$ cat src/cid_cfg.svh
// Opcode, flag and timing constants for the instruction decode slice.
`ifndef CID_CFG_SVH
`define CID_CFG_SVH

// Opcodes handled by this slice.
`define CID_OP_PREFIX    8'h9e
`define CID_OP_TRAP      8'h83
`define CID_OP_A2F       8'h84
`define CID_OP_F2A       8'h85
`define CID_OP_A2X       8'h97
`define CID_OP_X2A       8'h9f
`define CID_OP_S2X       8'h95
`define CID_OP_X2S       8'h94
`define CID_OP_WAIT      8'h8f
`define CID_OP_TSTA      8'h4d
`define CID_OP_TSTX      8'h5d
`define CID_OP_CBEQ_IX1P 8'h61
`define CID_OP_CBEQ_IXP  8'h71

// Condition flag bit positions.
`define CID_FLG_V 7
`define CID_FLG_H 4
`define CID_FLG_I 3
`define CID_FLG_N 2
`define CID_FLG_Z 1
`define CID_FLG_C 0

// Reset values and fixed bits.
`define CID_FLG_FIXED 8'h60
`define CID_FLG_RST   8'h68
`define CID_SP_RST    16'h00ff
`define CID_HX_RST    16'h0000

// Trap sequence timing.
`define CID_TRAP_PUSHES 3'h5
`define CID_TRAP_LAST   3'h7
`define CID_TRAP_CYCLES 9

`endif

$ cat src/cid_pkg.sv
// Types shared by the instruction decode slice.
package cid_pkg;

  // Sequencer states, one-hot.
  typedef enum logic [6:0] {
    S_FETCH = 7'h01,
    S_OPND  = 7'h02,
    S_RD    = 7'h04,
    S_WR    = 7'h08,
    S_TRAP  = 7'h10,
    S_IDLE  = 7'h20,
    S_WAIT  = 7'h40
  } cid_state_e;

  // Operand addressing modes.
  typedef enum logic [3:0] {
    M_INH, M_DIR, M_FULL, M_IX, M_IXB, M_IXW, M_SPB, M_SPW,
    M_IXP, M_IX1P, M_I2D, M_D2D, M_DIXP, M_IXPD, M_BRB
  } cid_mode_e;

  // Operation classes executed with a memory operand.
  typedef enum logic [2:0] {
    C_NONE, C_TEST, C_LDA, C_STA, C_MOV, C_CBEQ, C_BRB
  } cid_cls_e;

  // One memory bus request.
  typedef struct packed {
    logic [15:0] addr;
    logic [7:0]  wdata;
    logic        rd;
    logic        wr;
  } cid_mem_req_s;

  // Programmer-visible registers.
  typedef struct packed {
    logic [15:0] pc;
    logic [15:0] sp;
    logic [15:0] hx;
    logic [7:0]  a;
    logic [7:0]  flg;
  } cid_regs_s;

endpackage

$ cat src/cid_addr_gen.sv
// Effective address generator for the operand addressing modes.
`timescale 1ns/1ns
module cid_addr_gen
  import cid_pkg::*;
(
  // Mode and trailing operand bytes.
  input  wire cid_mode_e   md,
  input  wire logic [15:0] ob,
  // Base registers.
  input  wire logic [15:0] hx,
  input  wire logic [15:0] sp,
  // Result.
  output logic      [15:0] ea
);

  // Address forms; bytes fetched first sit in ob[15:8].
  always_comb begin
    unique case (md)
      M_DIR:  ea = {8'h00, ob[7:0]};
      M_FULL: ea = ob;
      M_IX:   ea = hx;
      M_IXB:  ea = hx + {8'h00, ob[7:0]};
      M_IXW:  ea = hx + ob;
      M_SPB:  ea = sp + {8'h00, ob[7:0]};
      M_SPW:  ea = sp + ob;
      M_IXP:  ea = hx;
      M_IX1P: ea = hx + {8'h00, ob[15:8]};
      M_D2D:  ea = {8'h00, ob[15:8]};
      M_DIXP: ea = {8'h00, ob[7:0]};
      M_IXPD: ea = hx;
      M_BRB:  ea = {8'h00, ob[15:8]};
      default: ea = {8'h00, ob[7:0]};
    endcase
  end

endmodule // cid_addr_gen

$ cat src/cid_insn_decode.sv
// Decode and execute sequencer for the trap, transfer, test, wait and addressing slice.
`timescale 1ns/1ns
`include "cid_cfg.svh"

// Operation
// - The trap opcode advances PC, pushes PC low, PC high, index low, accumulator and flags, sets the mask, loads the vector, in 9 cycles.
// - Test compares accumulator, index low or memory with zero, sets N and Z, clears V, keeps C, inherent forms in one cycle.
// - Wait clears the interrupt mask and halts the core until an interrupt, issuing in one cycle.
// - Stack-relative mode adds one unsigned trailing byte to the stack pointer.
// - Stack-relative mode also exists with a two-byte offset.
// - Indexed mode adds one trailing offset byte to the 16-bit index pair.
// - Indexed mode adds a two-byte offset, high byte first, to the index pair.
// - Indexed post-increment uses the index pair as the location and then increments it.
// - Offset post-increment adds one byte to the index pair for the location, then increments the pair.
// - Move copies an immediate byte to a direct-page location.
// - Move copies one direct-page location to another, both from trailing bytes.
// - Move reads a direct-page location, writes it at the index pair, then increments the pair.
// - Move reads at the index pair, increments the pair, and writes to a direct-page location.
// - Extended forms fetch a two-byte location, most significant byte first.
// - Bit-test-and-branch fetches a direct-page byte and then a signed displacement for the PC.
module cid_insn_decode
  import cid_pkg::*;
#(
  parameter logic [15:0] TRAP_VEC = 16'hfff0,
  parameter logic [15:0] RESET_PC = 16'h0000
) (
  // Clock and reset.
  input  wire logic        clk_sys,
  input  wire logic        resetn,
  // Memory bus; read data answers the address in the same cycle.
  input  wire logic [7:0]  mem_rdata,
  output cid_mem_req_s     mem_req,
  // Interrupt pin and halt status.
  input  wire logic        irq_req,
  output logic             core_halted,
  // Register view.
  output cid_regs_s        cpu_regs
);

  cid_state_e  st_reg, st_next;
  cid_mode_e   md_reg, md_next, dmd;
  cid_cls_e    cls_reg, cls_next, dcls;
  logic [15:0] pc_reg, pc_next, sp_reg, sp_next, hx_reg, hx_next;
  logic [15:0] ob_reg, ob_next, ea, br_pc;
  logic [7:0]  a_reg, a_next, flg_reg, flg_next, op_reg, op_next;
  logic [7:0]  dat_reg, dat_next;
  logic [2:0]  cnt_reg, cnt_next;
  logic        pfx_reg, pfx_next, dec_go, bit_set;
  logic [2:0]  irq_sync;
  logic        irq_seen;

  // Mode of an opcode; the prefix turns indexed rows 6, D and E into stack rows.
  function automatic cid_mode_e f_mode(input logic p, input logic [7:0] o);
    f_mode = M_INH;
    case (o[7:4])
      4'h0:       f_mode = M_BRB;
      4'h3, 4'hb: f_mode = M_DIR;
      4'h4:       f_mode = (o[3:0] == 4'he) ? M_D2D : M_INH;
      4'h5:       f_mode = (o[3:0] == 4'he) ? M_DIXP : M_INH;
      4'h6:       f_mode = (o[3:0] == 4'he) ? M_I2D : (o[3:0] == 4'h1) ? M_IX1P : (p ? M_SPB : M_IXB);
      4'h7:       f_mode = (o[3:0] == 4'he) ? M_IXPD : (o[3:0] == 4'h1) ? M_IXP : M_IX;
      4'hc:       f_mode = M_FULL;
      4'hd:       f_mode = p ? M_SPW : M_IXW;
      4'he:       f_mode = p ? M_SPB : M_IXB;
      4'hf:       f_mode = M_IX;
      default:    f_mode = M_INH;
    endcase
  endfunction

  // Operation class of an opcode; prefixed forms exist only in rows 6, D and E.
  function automatic cid_cls_e f_cls(input logic p, input logic [7:0] o);
    logic [3:0] h;
    h = o[7:4];
    f_cls = C_NONE;
    if (p && !(h == 4'h6 || h == 4'hd || h == 4'he))
      f_cls = C_NONE;
    else if (h == 4'h0 && !p)
      f_cls = C_BRB;
    else if (o[3:0] == 4'hd && (h == 4'h3 || h == 4'h6 || h == 4'h7))
      f_cls = C_TEST;
    else if ((o == `CID_OP_CBEQ_IX1P || o == `CID_OP_CBEQ_IXP) && !p)
      f_cls = C_CBEQ;
    else if (o[3:0] == 4'he && h >= 4'h4 && h <= 4'h7 && !p)
      f_cls = C_MOV;
    else if (h >= 4'hb && o[3:0] == 4'h6)
      f_cls = C_LDA;
    else if (h >= 4'hb && o[3:0] == 4'h7)
      f_cls = C_STA;
  endfunction

  // Trailing operand bytes per mode.
  function automatic logic [1:0] f_nb(input cid_mode_e m);
    unique case (m)
      M_INH, M_IX:                                 f_nb = 2'd0;
      M_DIR, M_IXB, M_SPB, M_IXP, M_DIXP, M_IXPD:  f_nb = 2'd1;
      default:                                     f_nb = 2'd2;
    endcase
  endfunction

  // Negative and zero from a value, overflow cleared, carry kept.
  function automatic logic [7:0] f_nz(input logic [7:0] c, input logic [7:0] v);
    f_nz = c;
    f_nz[`CID_FLG_V] = 1'b0;
    f_nz[`CID_FLG_N] = v[7];
    f_nz[`CID_FLG_Z] = (v == 8'h00);
  endfunction

  cid_addr_gen u_addr_gen (
    .md (md_reg),
    .ob (ob_reg),
    .hx (hx_reg),
    .sp (sp_reg),
    .ea (ea)
  );

  // The interrupt pin is foreign; it counts once the last two stages are both high.
  always_ff @(posedge clk_sys or negedge resetn) begin
    if (!resetn) begin
      irq_sync <= 3'h0;
    end else begin
      irq_sync <= {irq_sync[1:0], irq_req};
    end
  end
  assign irq_seen = irq_sync[1] & irq_sync[2];

  // Decode of the byte on the bus during fetch; a lone prefix byte only arms the prefix.
  assign dec_go  = (st_reg == S_FETCH) && !(mem_rdata == `CID_OP_PREFIX && !pfx_reg);
  assign dmd     = f_mode(pfx_reg, mem_rdata);
  assign dcls    = f_cls(pfx_reg, mem_rdata);
  assign br_pc   = pc_reg + {{8{ob_reg[7]}}, ob_reg[7:0]};
  assign bit_set = mem_rdata[op_reg[3:1]];

  // Bus drive follows the current state so an address never lags its cycle.
  always_comb begin
    mem_req = '0;
    unique case (st_reg)
      S_FETCH, S_OPND: begin
        mem_req.addr = pc_reg;
        mem_req.rd   = 1'b1;
      end
      S_RD: begin
        mem_req.addr = ea;
        mem_req.rd   = 1'b1;
      end
      S_WR: begin
        mem_req.wr    = 1'b1;
        mem_req.wdata = dat_reg;
        if (cls_reg == C_MOV && md_reg != M_DIXP)
          mem_req.addr = {8'h00, ob_reg[7:0]};
        else
          mem_req.addr = (md_reg == M_DIXP) ? hx_reg : ea;
      end
      S_TRAP: begin
        mem_req.addr = sp_reg;
        mem_req.wr   = (cnt_reg < `CID_TRAP_PUSHES);
        unique case (cnt_reg)
          3'd0:    mem_req.wdata = pc_reg[7:0];
          3'd1:    mem_req.wdata = pc_reg[15:8];
          3'd2:    mem_req.wdata = hx_reg[7:0];
          3'd3:    mem_req.wdata = a_reg;
          3'd4:    mem_req.wdata = flg_reg;
          default: mem_req.wdata = 8'h00;
        endcase
        if (cnt_reg == 3'd5 || cnt_reg == 3'd6) begin
          mem_req.addr = (cnt_reg == 3'd5) ? TRAP_VEC : TRAP_VEC + 16'h0001;
          mem_req.rd   = 1'b1;
        end
      end
      default: mem_req = '0;
    endcase
  end

  // Next values of the whole sequencer and register set.
  always_comb begin
    st_next  = st_reg;
    md_next  = md_reg;
    cls_next = cls_reg;
    pc_next  = pc_reg;
    sp_next  = sp_reg;
    hx_next  = hx_reg;
    a_next   = a_reg;
    flg_next = flg_reg;
    op_next  = op_reg;
    ob_next  = ob_reg;
    dat_next = dat_reg;
    cnt_next = cnt_reg;
    pfx_next = pfx_reg;
    unique case (st_reg)
      S_FETCH: begin
        pc_next = pc_reg + 16'h0001;
        if (!dec_go) begin
          pfx_next = 1'b1;
        end else begin
          pfx_next = 1'b0;
          op_next  = mem_rdata;
          md_next  = dmd;
          cls_next = dcls;
          ob_next  = 16'h0000;
          if (pfx_reg) begin
            if (dcls != C_NONE)
              st_next = S_OPND;
          end else if (mem_rdata == `CID_OP_TRAP) begin
            st_next  = S_TRAP;
            cnt_next = 3'd0;
          end else if (mem_rdata == `CID_OP_A2F) begin
            flg_next = a_reg | `CID_FLG_FIXED;
            st_next  = S_IDLE;
          end else if (mem_rdata == `CID_OP_F2A) begin
            a_next = flg_reg;
          end else if (mem_rdata == `CID_OP_A2X) begin
            hx_next[7:0] = a_reg;
          end else if (mem_rdata == `CID_OP_X2A) begin
            a_next = hx_reg[7:0];
          end else if (mem_rdata == `CID_OP_S2X) begin
            hx_next = sp_reg + 16'h0001;
            st_next = S_IDLE;
          end else if (mem_rdata == `CID_OP_X2S) begin
            sp_next = hx_reg - 16'h0001;
            st_next = S_IDLE;
          end else if (mem_rdata == `CID_OP_TSTA) begin
            flg_next = f_nz(flg_reg, a_reg);
          end else if (mem_rdata == `CID_OP_TSTX) begin
            flg_next = f_nz(flg_reg, hx_reg[7:0]);
          end else if (mem_rdata == `CID_OP_WAIT) begin
            flg_next[`CID_FLG_I] = 1'b0;
            st_next = S_WAIT;
          end else if (dcls != C_NONE) begin
            if (f_nb(dmd) != 2'd0) begin
              st_next = S_OPND;
            end else if (dcls == C_STA) begin
              dat_next = a_reg;
              st_next  = S_WR;
            end else begin
              st_next = S_RD;
            end
          end
          cnt_next = (f_nb(dmd) == 2'd2) ? 3'd1 : 3'd0;
          if (mem_rdata == `CID_OP_TRAP && !pfx_reg)
            cnt_next = 3'd0;
        end
      end
      S_OPND: begin
        // Bytes shift in from the low end, so the first fetched lands high.
        ob_next  = {ob_reg[7:0], mem_rdata};
        pc_next  = pc_reg + 16'h0001;
        cnt_next = cnt_reg - 3'd1;
        if (cnt_reg == 3'd0) begin
          if (cls_reg == C_MOV && md_reg == M_I2D) begin
            dat_next = ob_reg[7:0];
            st_next  = S_WR;
          end else if (cls_reg == C_STA) begin
            dat_next = a_reg;
            st_next  = S_WR;
          end else begin
            st_next = S_RD;
          end
        end
      end
      S_RD: begin
        st_next = S_FETCH;
        unique case (cls_reg)
          C_TEST: flg_next = f_nz(flg_reg, mem_rdata);
          C_LDA:  begin
            a_next   = mem_rdata;
            flg_next = f_nz(flg_reg, mem_rdata);
          end
          C_CBEQ: begin
            hx_next = hx_reg + 16'h0001;
            if (a_reg == mem_rdata)
              pc_next = br_pc;
          end
          C_BRB:  begin
            flg_next[`CID_FLG_C] = bit_set;
            if (bit_set != op_reg[0])
              pc_next = br_pc;
          end
          C_MOV:  begin
            dat_next = mem_rdata;
            st_next  = S_WR;
            if (md_reg == M_IXPD)
              hx_next = hx_reg + 16'h0001;
          end
          default: st_next = S_FETCH;
        endcase
      end
      S_WR: begin
        st_next  = S_FETCH;
        flg_next = f_nz(flg_reg, dat_reg);
        if (md_reg == M_DIXP)
          hx_next = hx_reg + 16'h0001;
      end
      S_TRAP: begin
        // Five pushes, two vector reads, one settling cycle.
        cnt_next = cnt_reg + 3'd1;
        if (cnt_reg < `CID_TRAP_PUSHES)
          sp_next = sp_reg - 16'h0001;
        if (cnt_reg == 3'd4)
          flg_next[`CID_FLG_I] = 1'b1;
        if (cnt_reg == 3'd5)
          pc_next[15:8] = mem_rdata;
        if (cnt_reg == 3'd6)
          pc_next[7:0] = mem_rdata;
        if (cnt_reg == `CID_TRAP_LAST)
          st_next = S_FETCH;
      end
      S_IDLE: st_next = S_FETCH;
      S_WAIT: begin
        // The core is held by staying here; fetch resumes at the next opcode once the interrupt is seen.
        if (irq_seen)
          st_next = S_FETCH;
      end
      default: st_next = S_FETCH;
    endcase
  end

  // Register everything.
  always_ff @(posedge clk_sys or negedge resetn) begin
    if (!resetn) begin
      st_reg  <= S_FETCH;
      md_reg  <= M_INH;
      cls_reg <= C_NONE;
      pc_reg  <= RESET_PC;
      sp_reg  <= `CID_SP_RST;
      hx_reg  <= `CID_HX_RST;
      a_reg   <= 8'h00;
      flg_reg <= `CID_FLG_RST;
      op_reg  <= 8'h00;
      ob_reg  <= 16'h0000;
      dat_reg <= 8'h00;
      cnt_reg <= 3'h0;
      pfx_reg <= 1'b0;
    end else begin
      st_reg  <= st_next;
      md_reg  <= md_next;
      cls_reg <= cls_next;
      pc_reg  <= pc_next;
      sp_reg  <= sp_next;
      hx_reg  <= hx_next;
      a_reg   <= a_next;
      flg_reg <= flg_next;
      op_reg  <= op_next;
      ob_reg  <= ob_next;
      dat_reg <= dat_next;
      cnt_reg <= cnt_next;
      pfx_reg <= pfx_next;
    end
  end

  assign core_halted = (st_reg == S_WAIT);
  assign cpu_regs    = '{pc: pc_reg, sp: sp_reg, hx: hx_reg, a: a_reg, flg: flg_reg};

  // Checks on the sequencer.
  a_trap_nine_cycles: assert property (@(posedge clk_sys) disable iff (!resetn)
    dec_go && !pfx_reg && mem_rdata == `CID_OP_TRAP |=> (st_reg == S_TRAP) [*8] ##1 st_reg == S_FETCH)
    else $error("trap sequence length wrong");
  a_trap_mask_set: assert property (@(posedge clk_sys) disable iff (!resetn)
    st_reg == S_TRAP && cnt_reg == 3'd4 |=> flg_reg[`CID_FLG_I] && sp_reg == $past(sp_reg) - 16'h0001)
    else $error("trap did not set mask");
  a_test_inh_flags: assert property (@(posedge clk_sys) disable iff (!resetn)
    dec_go && !pfx_reg && mem_rdata == `CID_OP_TSTA |=> st_reg == S_FETCH && !flg_reg[`CID_FLG_V]
      && flg_reg[`CID_FLG_C] == $past(flg_reg[`CID_FLG_C]) && flg_reg[`CID_FLG_Z] == ($past(a_reg) == 8'h00))
    else $error("test flags wrong");
  a_wait_halt: assert property (@(posedge clk_sys) disable iff (!resetn)
    dec_go && !pfx_reg && mem_rdata == `CID_OP_WAIT |=> core_halted && !flg_reg[`CID_FLG_I])
    else $error("wait did not halt");
  a_sp_rel_addr: assert property (@(posedge clk_sys) disable iff (!resetn)
    st_reg == S_RD && md_reg == M_SPB |-> mem_req.addr == sp_reg + {8'h00, ob_reg[7:0]})
    else $error("stack relative address wrong");
  a_full_addr: assert property (@(posedge clk_sys) disable iff (!resetn)
    st_reg == S_RD && md_reg == M_FULL |-> mem_req.addr == ob_reg)
    else $error("extended address wrong");
  a_postinc_step: assert property (@(posedge clk_sys) disable iff (!resetn)
    st_reg == S_RD && cls_reg == C_CBEQ |=> hx_reg == $past(hx_reg) + 16'h0001)
    else $error("post increment missing");
  a_s2x_plus_one: assert property (@(posedge clk_sys) disable iff (!resetn)
    dec_go && !pfx_reg && mem_rdata == `CID_OP_S2X |=> hx_reg == $past(sp_reg) + 16'h0001 ##1 st_reg == S_FETCH)
    else $error("stack to index wrong");
  a_x2s_minus_one: assert property (@(posedge clk_sys) disable iff (!resetn)
    dec_go && !pfx_reg && mem_rdata == `CID_OP_X2S |=> sp_reg == $past(hx_reg) - 16'h0001)
    else $error("index to stack wrong");

endmodule // cid_insn_decode

$ cat config.mk
export PLATFORM = sky130hd
export DESIGN_NAME = cid_insn_decode
export DESIGN_NICKNAME = d
export VERILOG_FILES = /design/src/cid_pkg.sv /design/src/cid_addr_gen.sv /design/src/cid_insn_decode.sv
export VERILOG_INCLUDE_DIRS = /design/src
export SDC_FILE = /design/constraint.sdc
export NUM_CORES = 1
export LEC_CHECK = 0
export BUFFER_PORTS_ARGS = -buffer_cell sky130_fd_sc_hd__buf_2
export CELL_PAD_IN_SITES_DETAIL_PLACEMENT = 1
export CELL_PAD_IN_SITES_GLOBAL_PLACEMENT = 1
export CORE_MARGIN = 2
export CORE_UTILIZATION = 46
export DETAILED_ROUTE_END_ITERATION = 12
export PLACE_DENSITY_LB_ADDON = 0.1
export SLEW_MARGIN = 20
export SYNTH_ARGS = -nofsm -noshare
export SYNTH_HDL_FRONTEND = slang
export SYNTH_SLANG_ARGS = --single-unit
$ cat constraint.sdc
create_clock -name clk_sys -period 5.2 [get_ports clk_sys]
set_clock_uncertainty 0.15 [all_clocks]
set_input_delay 0.78 -clock clk_sys [delete_from_list [all_inputs] [get_ports clk_sys]]
set_output_delay 0.78 -clock clk_sys [all_outputs]
set_load 0.01 [all_outputs]
==> out/summary.md <==
The run finished with clean final reports. 102 I/O pins were placed. Minimum setup slack in the final design: 0.210 ns.

The number of failing hold endpoints at the final stage came out at 0. The Yosys step of the flow raised 0 warnings. The critical path starts at md_reg[3].

The first global-routing pass estimated 72200 um of wire. In this run, post-CTS repair resized a total of 0 instances. Input and output buffers added on the ports amount to 101. The area growth from synthesis to layout is 9.52%. Proportion of layout cells with a drive suffix above 1: 0.169. The tools report the site row count as 57.

The routed layout has 12029 vias. The critical path class is reg2out. The reg-to-reg startpoint was st_reg[4]. The run gives 0.0242 mm2 as the area of the core region.

After clock tree synthesis, the flow added hold-fix buffers numbering 0. Async set or reset register ratio after synthesis: 1.00. The measured slew at the worst slew-check pin was 1.19 ns; the placer congestion estimate was 0.939. Entering global routing, the biggest net connects 60 pins. Setup total negative slack on the finished layout was measured at 0 ns.

In this run, CTS created clock tree buffers numbering 9. The clock net in this run drives a total of 112 sinks. The number of buffers and inverters on the critical path is 1.

The worst setup path is launched from a register. Traced cell by cell, the critical path runs through nor2b_1 -> and2_2 -> mux2_2 -> ha_1 -> a211oi_1 -> o21ai_0 -> a31oi_2 -> o211ai_1 -> xor2_1 -> a222oi_1 -> o221ai_1 -> buf_2. The analysis attributes to cell leakage a power of 5.38 nW. 0 antenna diodes ended up in the layout. The pre-antenna-repair detailed-routing pass consisted of 5 iterations. The area of the multi-input gates is 0.00788 mm2, and the average instance area after synthesis is 7.92 um2. Dividing the detail-routed via count by the number of cells gives 6.70.

Derived from the worst setup path, the maximum achievable clock frequency is 200 MHz. The cell chosen for the clock root is sky130_fd_sc_hd__clkbuf_16. The clock reaches the later pin of the worst-skew pair after 0.38 ns. The commonest register cell after synthesis is sky130_fd_sc_hd__dfrtp_1. The largest individual stage delay along the critical path comes from the cell sky130_fd_sc_hd__dfrtp_1. The min-delay analysis places its worst path in the category in2async.

In this run the worst path has a maximum fanout of 11. Setup repair after global routing left no endpoint under its margin. The count of pins over their slew limit was 0; the clock-pin slew on the worst setup and hold paths was 0.08 ns.

Clock period minus worst slack: 4.99 ns. On the critical path the largest part of the delay comes from compound AO/OA/AOI/OAI gates. The post-synthesis instance total is 1428, and the met3 capacity usage during global routing is 0.0395. The synthesis-stage register bit count came out at 112. Dividing total power by cell area gives a power density of 604 mW/mm2. The filler cells instantiated in the layout total 3035. The logs give 0.423 ns for the post-placement setup slack and 93 for the distinct cell type count after synthesis. The height of the die was 161 um.

The count of maximum capacitance violations is 0, and the part of the Yosys area used for sequential elements is 0.249. The final routed wire length divided by cell count is 26.2 um. Summing all flip-flop and latch instances after layout gives 0.00282 mm2. At the worst endpoint, the required time is 4.27 ns. The highest cell delay on the worst timing path is 0.52 ns.

Buffers added to address setup during post-CTS repair amount to 0. For the total routing usage reported by global routing, the log shows 0.362. For the met1 usage, the log shows 0.471. Data on the critical path arrives at its endpoint at 4.06 ns. The net count of the mapped netlist was 1500. The run gives 0.467 as the initial cell density of the core.

Final critical-path share of the clock period: 0.960. The tools report the maximum count of clock buffers along a single path as 2. The routed wire length is 47000 um. The logs give 0.0259 mm2 for the area enclosed by the die boundary and 0 for the total DRC errors in the routed layout.

The count of flip-flops with a built-in enable after synthesis was 0. For the headroom to the max-slew limit, the log shows 0.197. The post-DP HPWL came out at 34800 um. For this run, the post-layout net count is 1538. Nature of the critical path endpoint: an output port.

The post-synthesis instance area was 0.0113 mm2; the number of antenna violations at the first check in global routing was 0. Setup violations remaining at the end of the flow were counted as 0. The H-tree generated during clock tree synthesis spans 3 levels. TritonCTS built the clock tree.

Measured along the x axis, the die boundary spans 161 um. The total overflow reported by the global router was 0; the count of antenna-violating nets left after detailed routing was 0. For the via count of the first global-routing pass, the log shows 12086. The tools report the iteration-0 DRC count of the detailed router as 1125.

The most congested layer reported by global routing is met2. Across the VDD grid, the largest voltage drop is 0.271 mV. The met2 track utilization from global routing was 0.601.
==> stage by stage <==
step / area [um2] / cells / utilization / hold slack, ns / total power, mW
2_1_floorplan: 11300 / 1428 / - / 0.181 / 4.88
3_3_place_gp: 12100 / 1779 / 0.498 / 0.185 / 6.46
3_5_place_dp: 12100 / 1779 / 0.498 / 0.186 / 6.57
4_1_cts: 12400 / 1795 / 0.511 / 0.146 / 7.38
5_1_grt: 12400 / 1795 / 0.511 / 0.150 / 7.93
6_report: 12400 / 1795 / 0.511 / 0.136 / 7.48
==> layout make-up <==
class                   count  share of cell area
clock inverters             5             0.00636
flip-flops and latches    112               0.227
clock buffers              11              0.0188
well taps                 324              0.0327
inverters                  37              0.0112
repair buffers            145              0.0677
multi-input cells        1161               0.636
==> worst reg2reg max path, delay by kind of cell, from the launching register on <==
family	cells	cell delay, ns
simple gates	4	1.56
flops	1	0.50
fa+ha+maj	2	0.43
compound gates	5	1.29
mux	1	0.27
buf+inv	1	0.07
==> Yosys cell counts, types with 7 or more instances <==
| master | number | area, um2 |
|---|---|---|
| sky130_fd_sc_hd__o22a_1 | 7 | 61.3 |
| sky130_fd_sc_hd__a21oi_1 | 90 | 450 |
| sky130_fd_sc_hd__buf_2 | 19 | 95.1 |
| sky130_fd_sc_hd__a22oi_1 | 24 | 180 |
| sky130_fd_sc_hd__and3_1 | 22 | 138 |
| sky130_fd_sc_hd__nor4_1 | 14 | 87.6 |
| sky130_fd_sc_hd__xnor2_1 | 39 | 342 |
| sky130_fd_sc_hd__o22ai_1 | 19 | 119 |
| sky130_fd_sc_hd__nand3b_1 | 9 | 67.6 |
| sky130_fd_sc_hd__a22o_1 | 27 | 236 |
| sky130_fd_sc_hd__a211oi_1 | 23 | 173 |
| sky130_fd_sc_hd__nor2_1 | 114 | 428 |
| sky130_fd_sc_hd__inv_1 | 37 | 139 |
| sky130_fd_sc_hd__mux2i_1 | 26 | 260 |
| sky130_fd_sc_hd__dfrtp_1 | 101 | 2530 |
| sky130_fd_sc_hd__nor2b_1 | 15 | 93.8 |
| sky130_fd_sc_hd__dfstp_2 | 11 | 289 |
| sky130_fd_sc_hd__nand4_1 | 13 | 81.3 |
| sky130_fd_sc_hd__o221ai_1 | 7 | 61.3 |
| sky130_fd_sc_hd__ha_1 | 58 | 726 |
| sky130_fd_sc_hd__mux2_2 | 37 | 417 |
| sky130_fd_sc_hd__a31oi_1 | 29 | 181 |
| sky130_fd_sc_hd__clkbuf_1 | 84 | 315 |
| sky130_fd_sc_hd__nand2b_1 | 15 | 93.8 |
| sky130_fd_sc_hd__nand3_1 | 38 | 190 |
| sky130_fd_sc_hd__o21a_1 | 13 | 97.6 |
| sky130_fd_sc_hd__o211ai_1 | 17 | 128 |
| sky130_fd_sc_hd__xor2_1 | 25 | 219 |
| sky130_fd_sc_hd__a222oi_1 | 12 | 120 |
| sky130_fd_sc_hd__and2_1 | 18 | 113 |
| sky130_fd_sc_hd__or3_1 | 12 | 75.1 |
| sky130_fd_sc_hd__buf_1 | 7 | 26.3 |
| sky130_fd_sc_hd__nand2_1 | 167 | 627 |
| sky130_fd_sc_hd__o21ai_0 | 94 | 470 |
| sky130_fd_sc_hd__or2_2 | 7 | 43.8 |
| sky130_fd_sc_hd__a21o_1 | 11 | 82.6 |
| sky130_fd_sc_hd__o31ai_1 | 8 | 60.1 |
| sky130_fd_sc_hd__nor3_1 | 30 | 150 |
| sky130_fd_sc_hd__a221oi_1 | 11 | 96.3 |
==> routing by layer <==
metal / vias up / share of wire
li1: 5378 / -
met1: 5968 / 0.41
met2: 536 / 0.46
met3: 147 / 0.071
met4: 0 / 0.054
met5: - / 0
==> path summary, 6_finish.rpt <==
| check | slack (ns) | endpoint | cells after the start |
|---|---|---|---|
| setup reg to reg | 0.82 | pc_reg[12] | 13 |
| min in group clk_sys | 0.20 | irq_sync[1] | 0 |
| hold reg to reg | 0.20 | irq_sync[1] | 0 |
| hold / removal | 0.14 | sp_reg[15] | 1 |
| setup / recovery | 0.21 | mem_req[23] | 12 |
| max in group asynchronous | 3.60 | a_reg[6] | 2 |
==> report_power, final <==
group,internal (mW),switching [mW],leakage [nW]
clock network,0.425,0.366,0.154
registers,1.19,0.788,1.33
logic,1.87,2.84,3.90
==> cells in the final DEF, fill, tap and decap left out, drive strengths merged, types with 10 or more instances in the layout <==
cell / netlist / routed
nor2b: 15 / 15
o21ai: 95 / 95
clkbuf: 85 / 11
a221oi: 13 / 13
xor2: 25 / 25
nand2b: 15 / 15
nand3b: 10 / 10
a22oi: 24 / 24
nor3: 30 / 30
a22o: 27 / 27
inv: 37 / 38
and3: 22 / 22
a222oi: 12 / 12
o211ai: 17 / 17
buf: 33 / 145
a211oi: 24 / 24
nand3: 39 / 39
nor2: 117 / 117
o21a: 13 / 13
mux2i: 26 / 26
and2: 18 / 18
or3: 12 / 12
nand2: 168 / 168
dfstp: 11 / 11
a21oi: 90 / 90
a31oi: 29 / 29
nand4: 13 / 13
xnor2: 39 / 39
o22ai: 19 / 19
nor4: 16 / 16
ha: 58 / 58
a21o: 11 / 11
mux2: 37 / 37
dfrtp: 101 / 101
==> logic make-up after synthesis <==
| logic type | count (synthesis) | synth area share |
|---|---|---|
| and+or+nand+nor | 518 | 0.236 |
| DFF | 112 | 0.249 |
| xor gates and xnor gates | 64 | 0.0495 |
| buffers and inverters | 155 | 0.0573 |
| muxes | 65 | 0.0638 |
| adders and majority gates | 61 | 0.0695 |
| AOI/OAI and AO/OA | 453 | 0.275 |
Note: power is estimated with default switching activity, not from simulation.
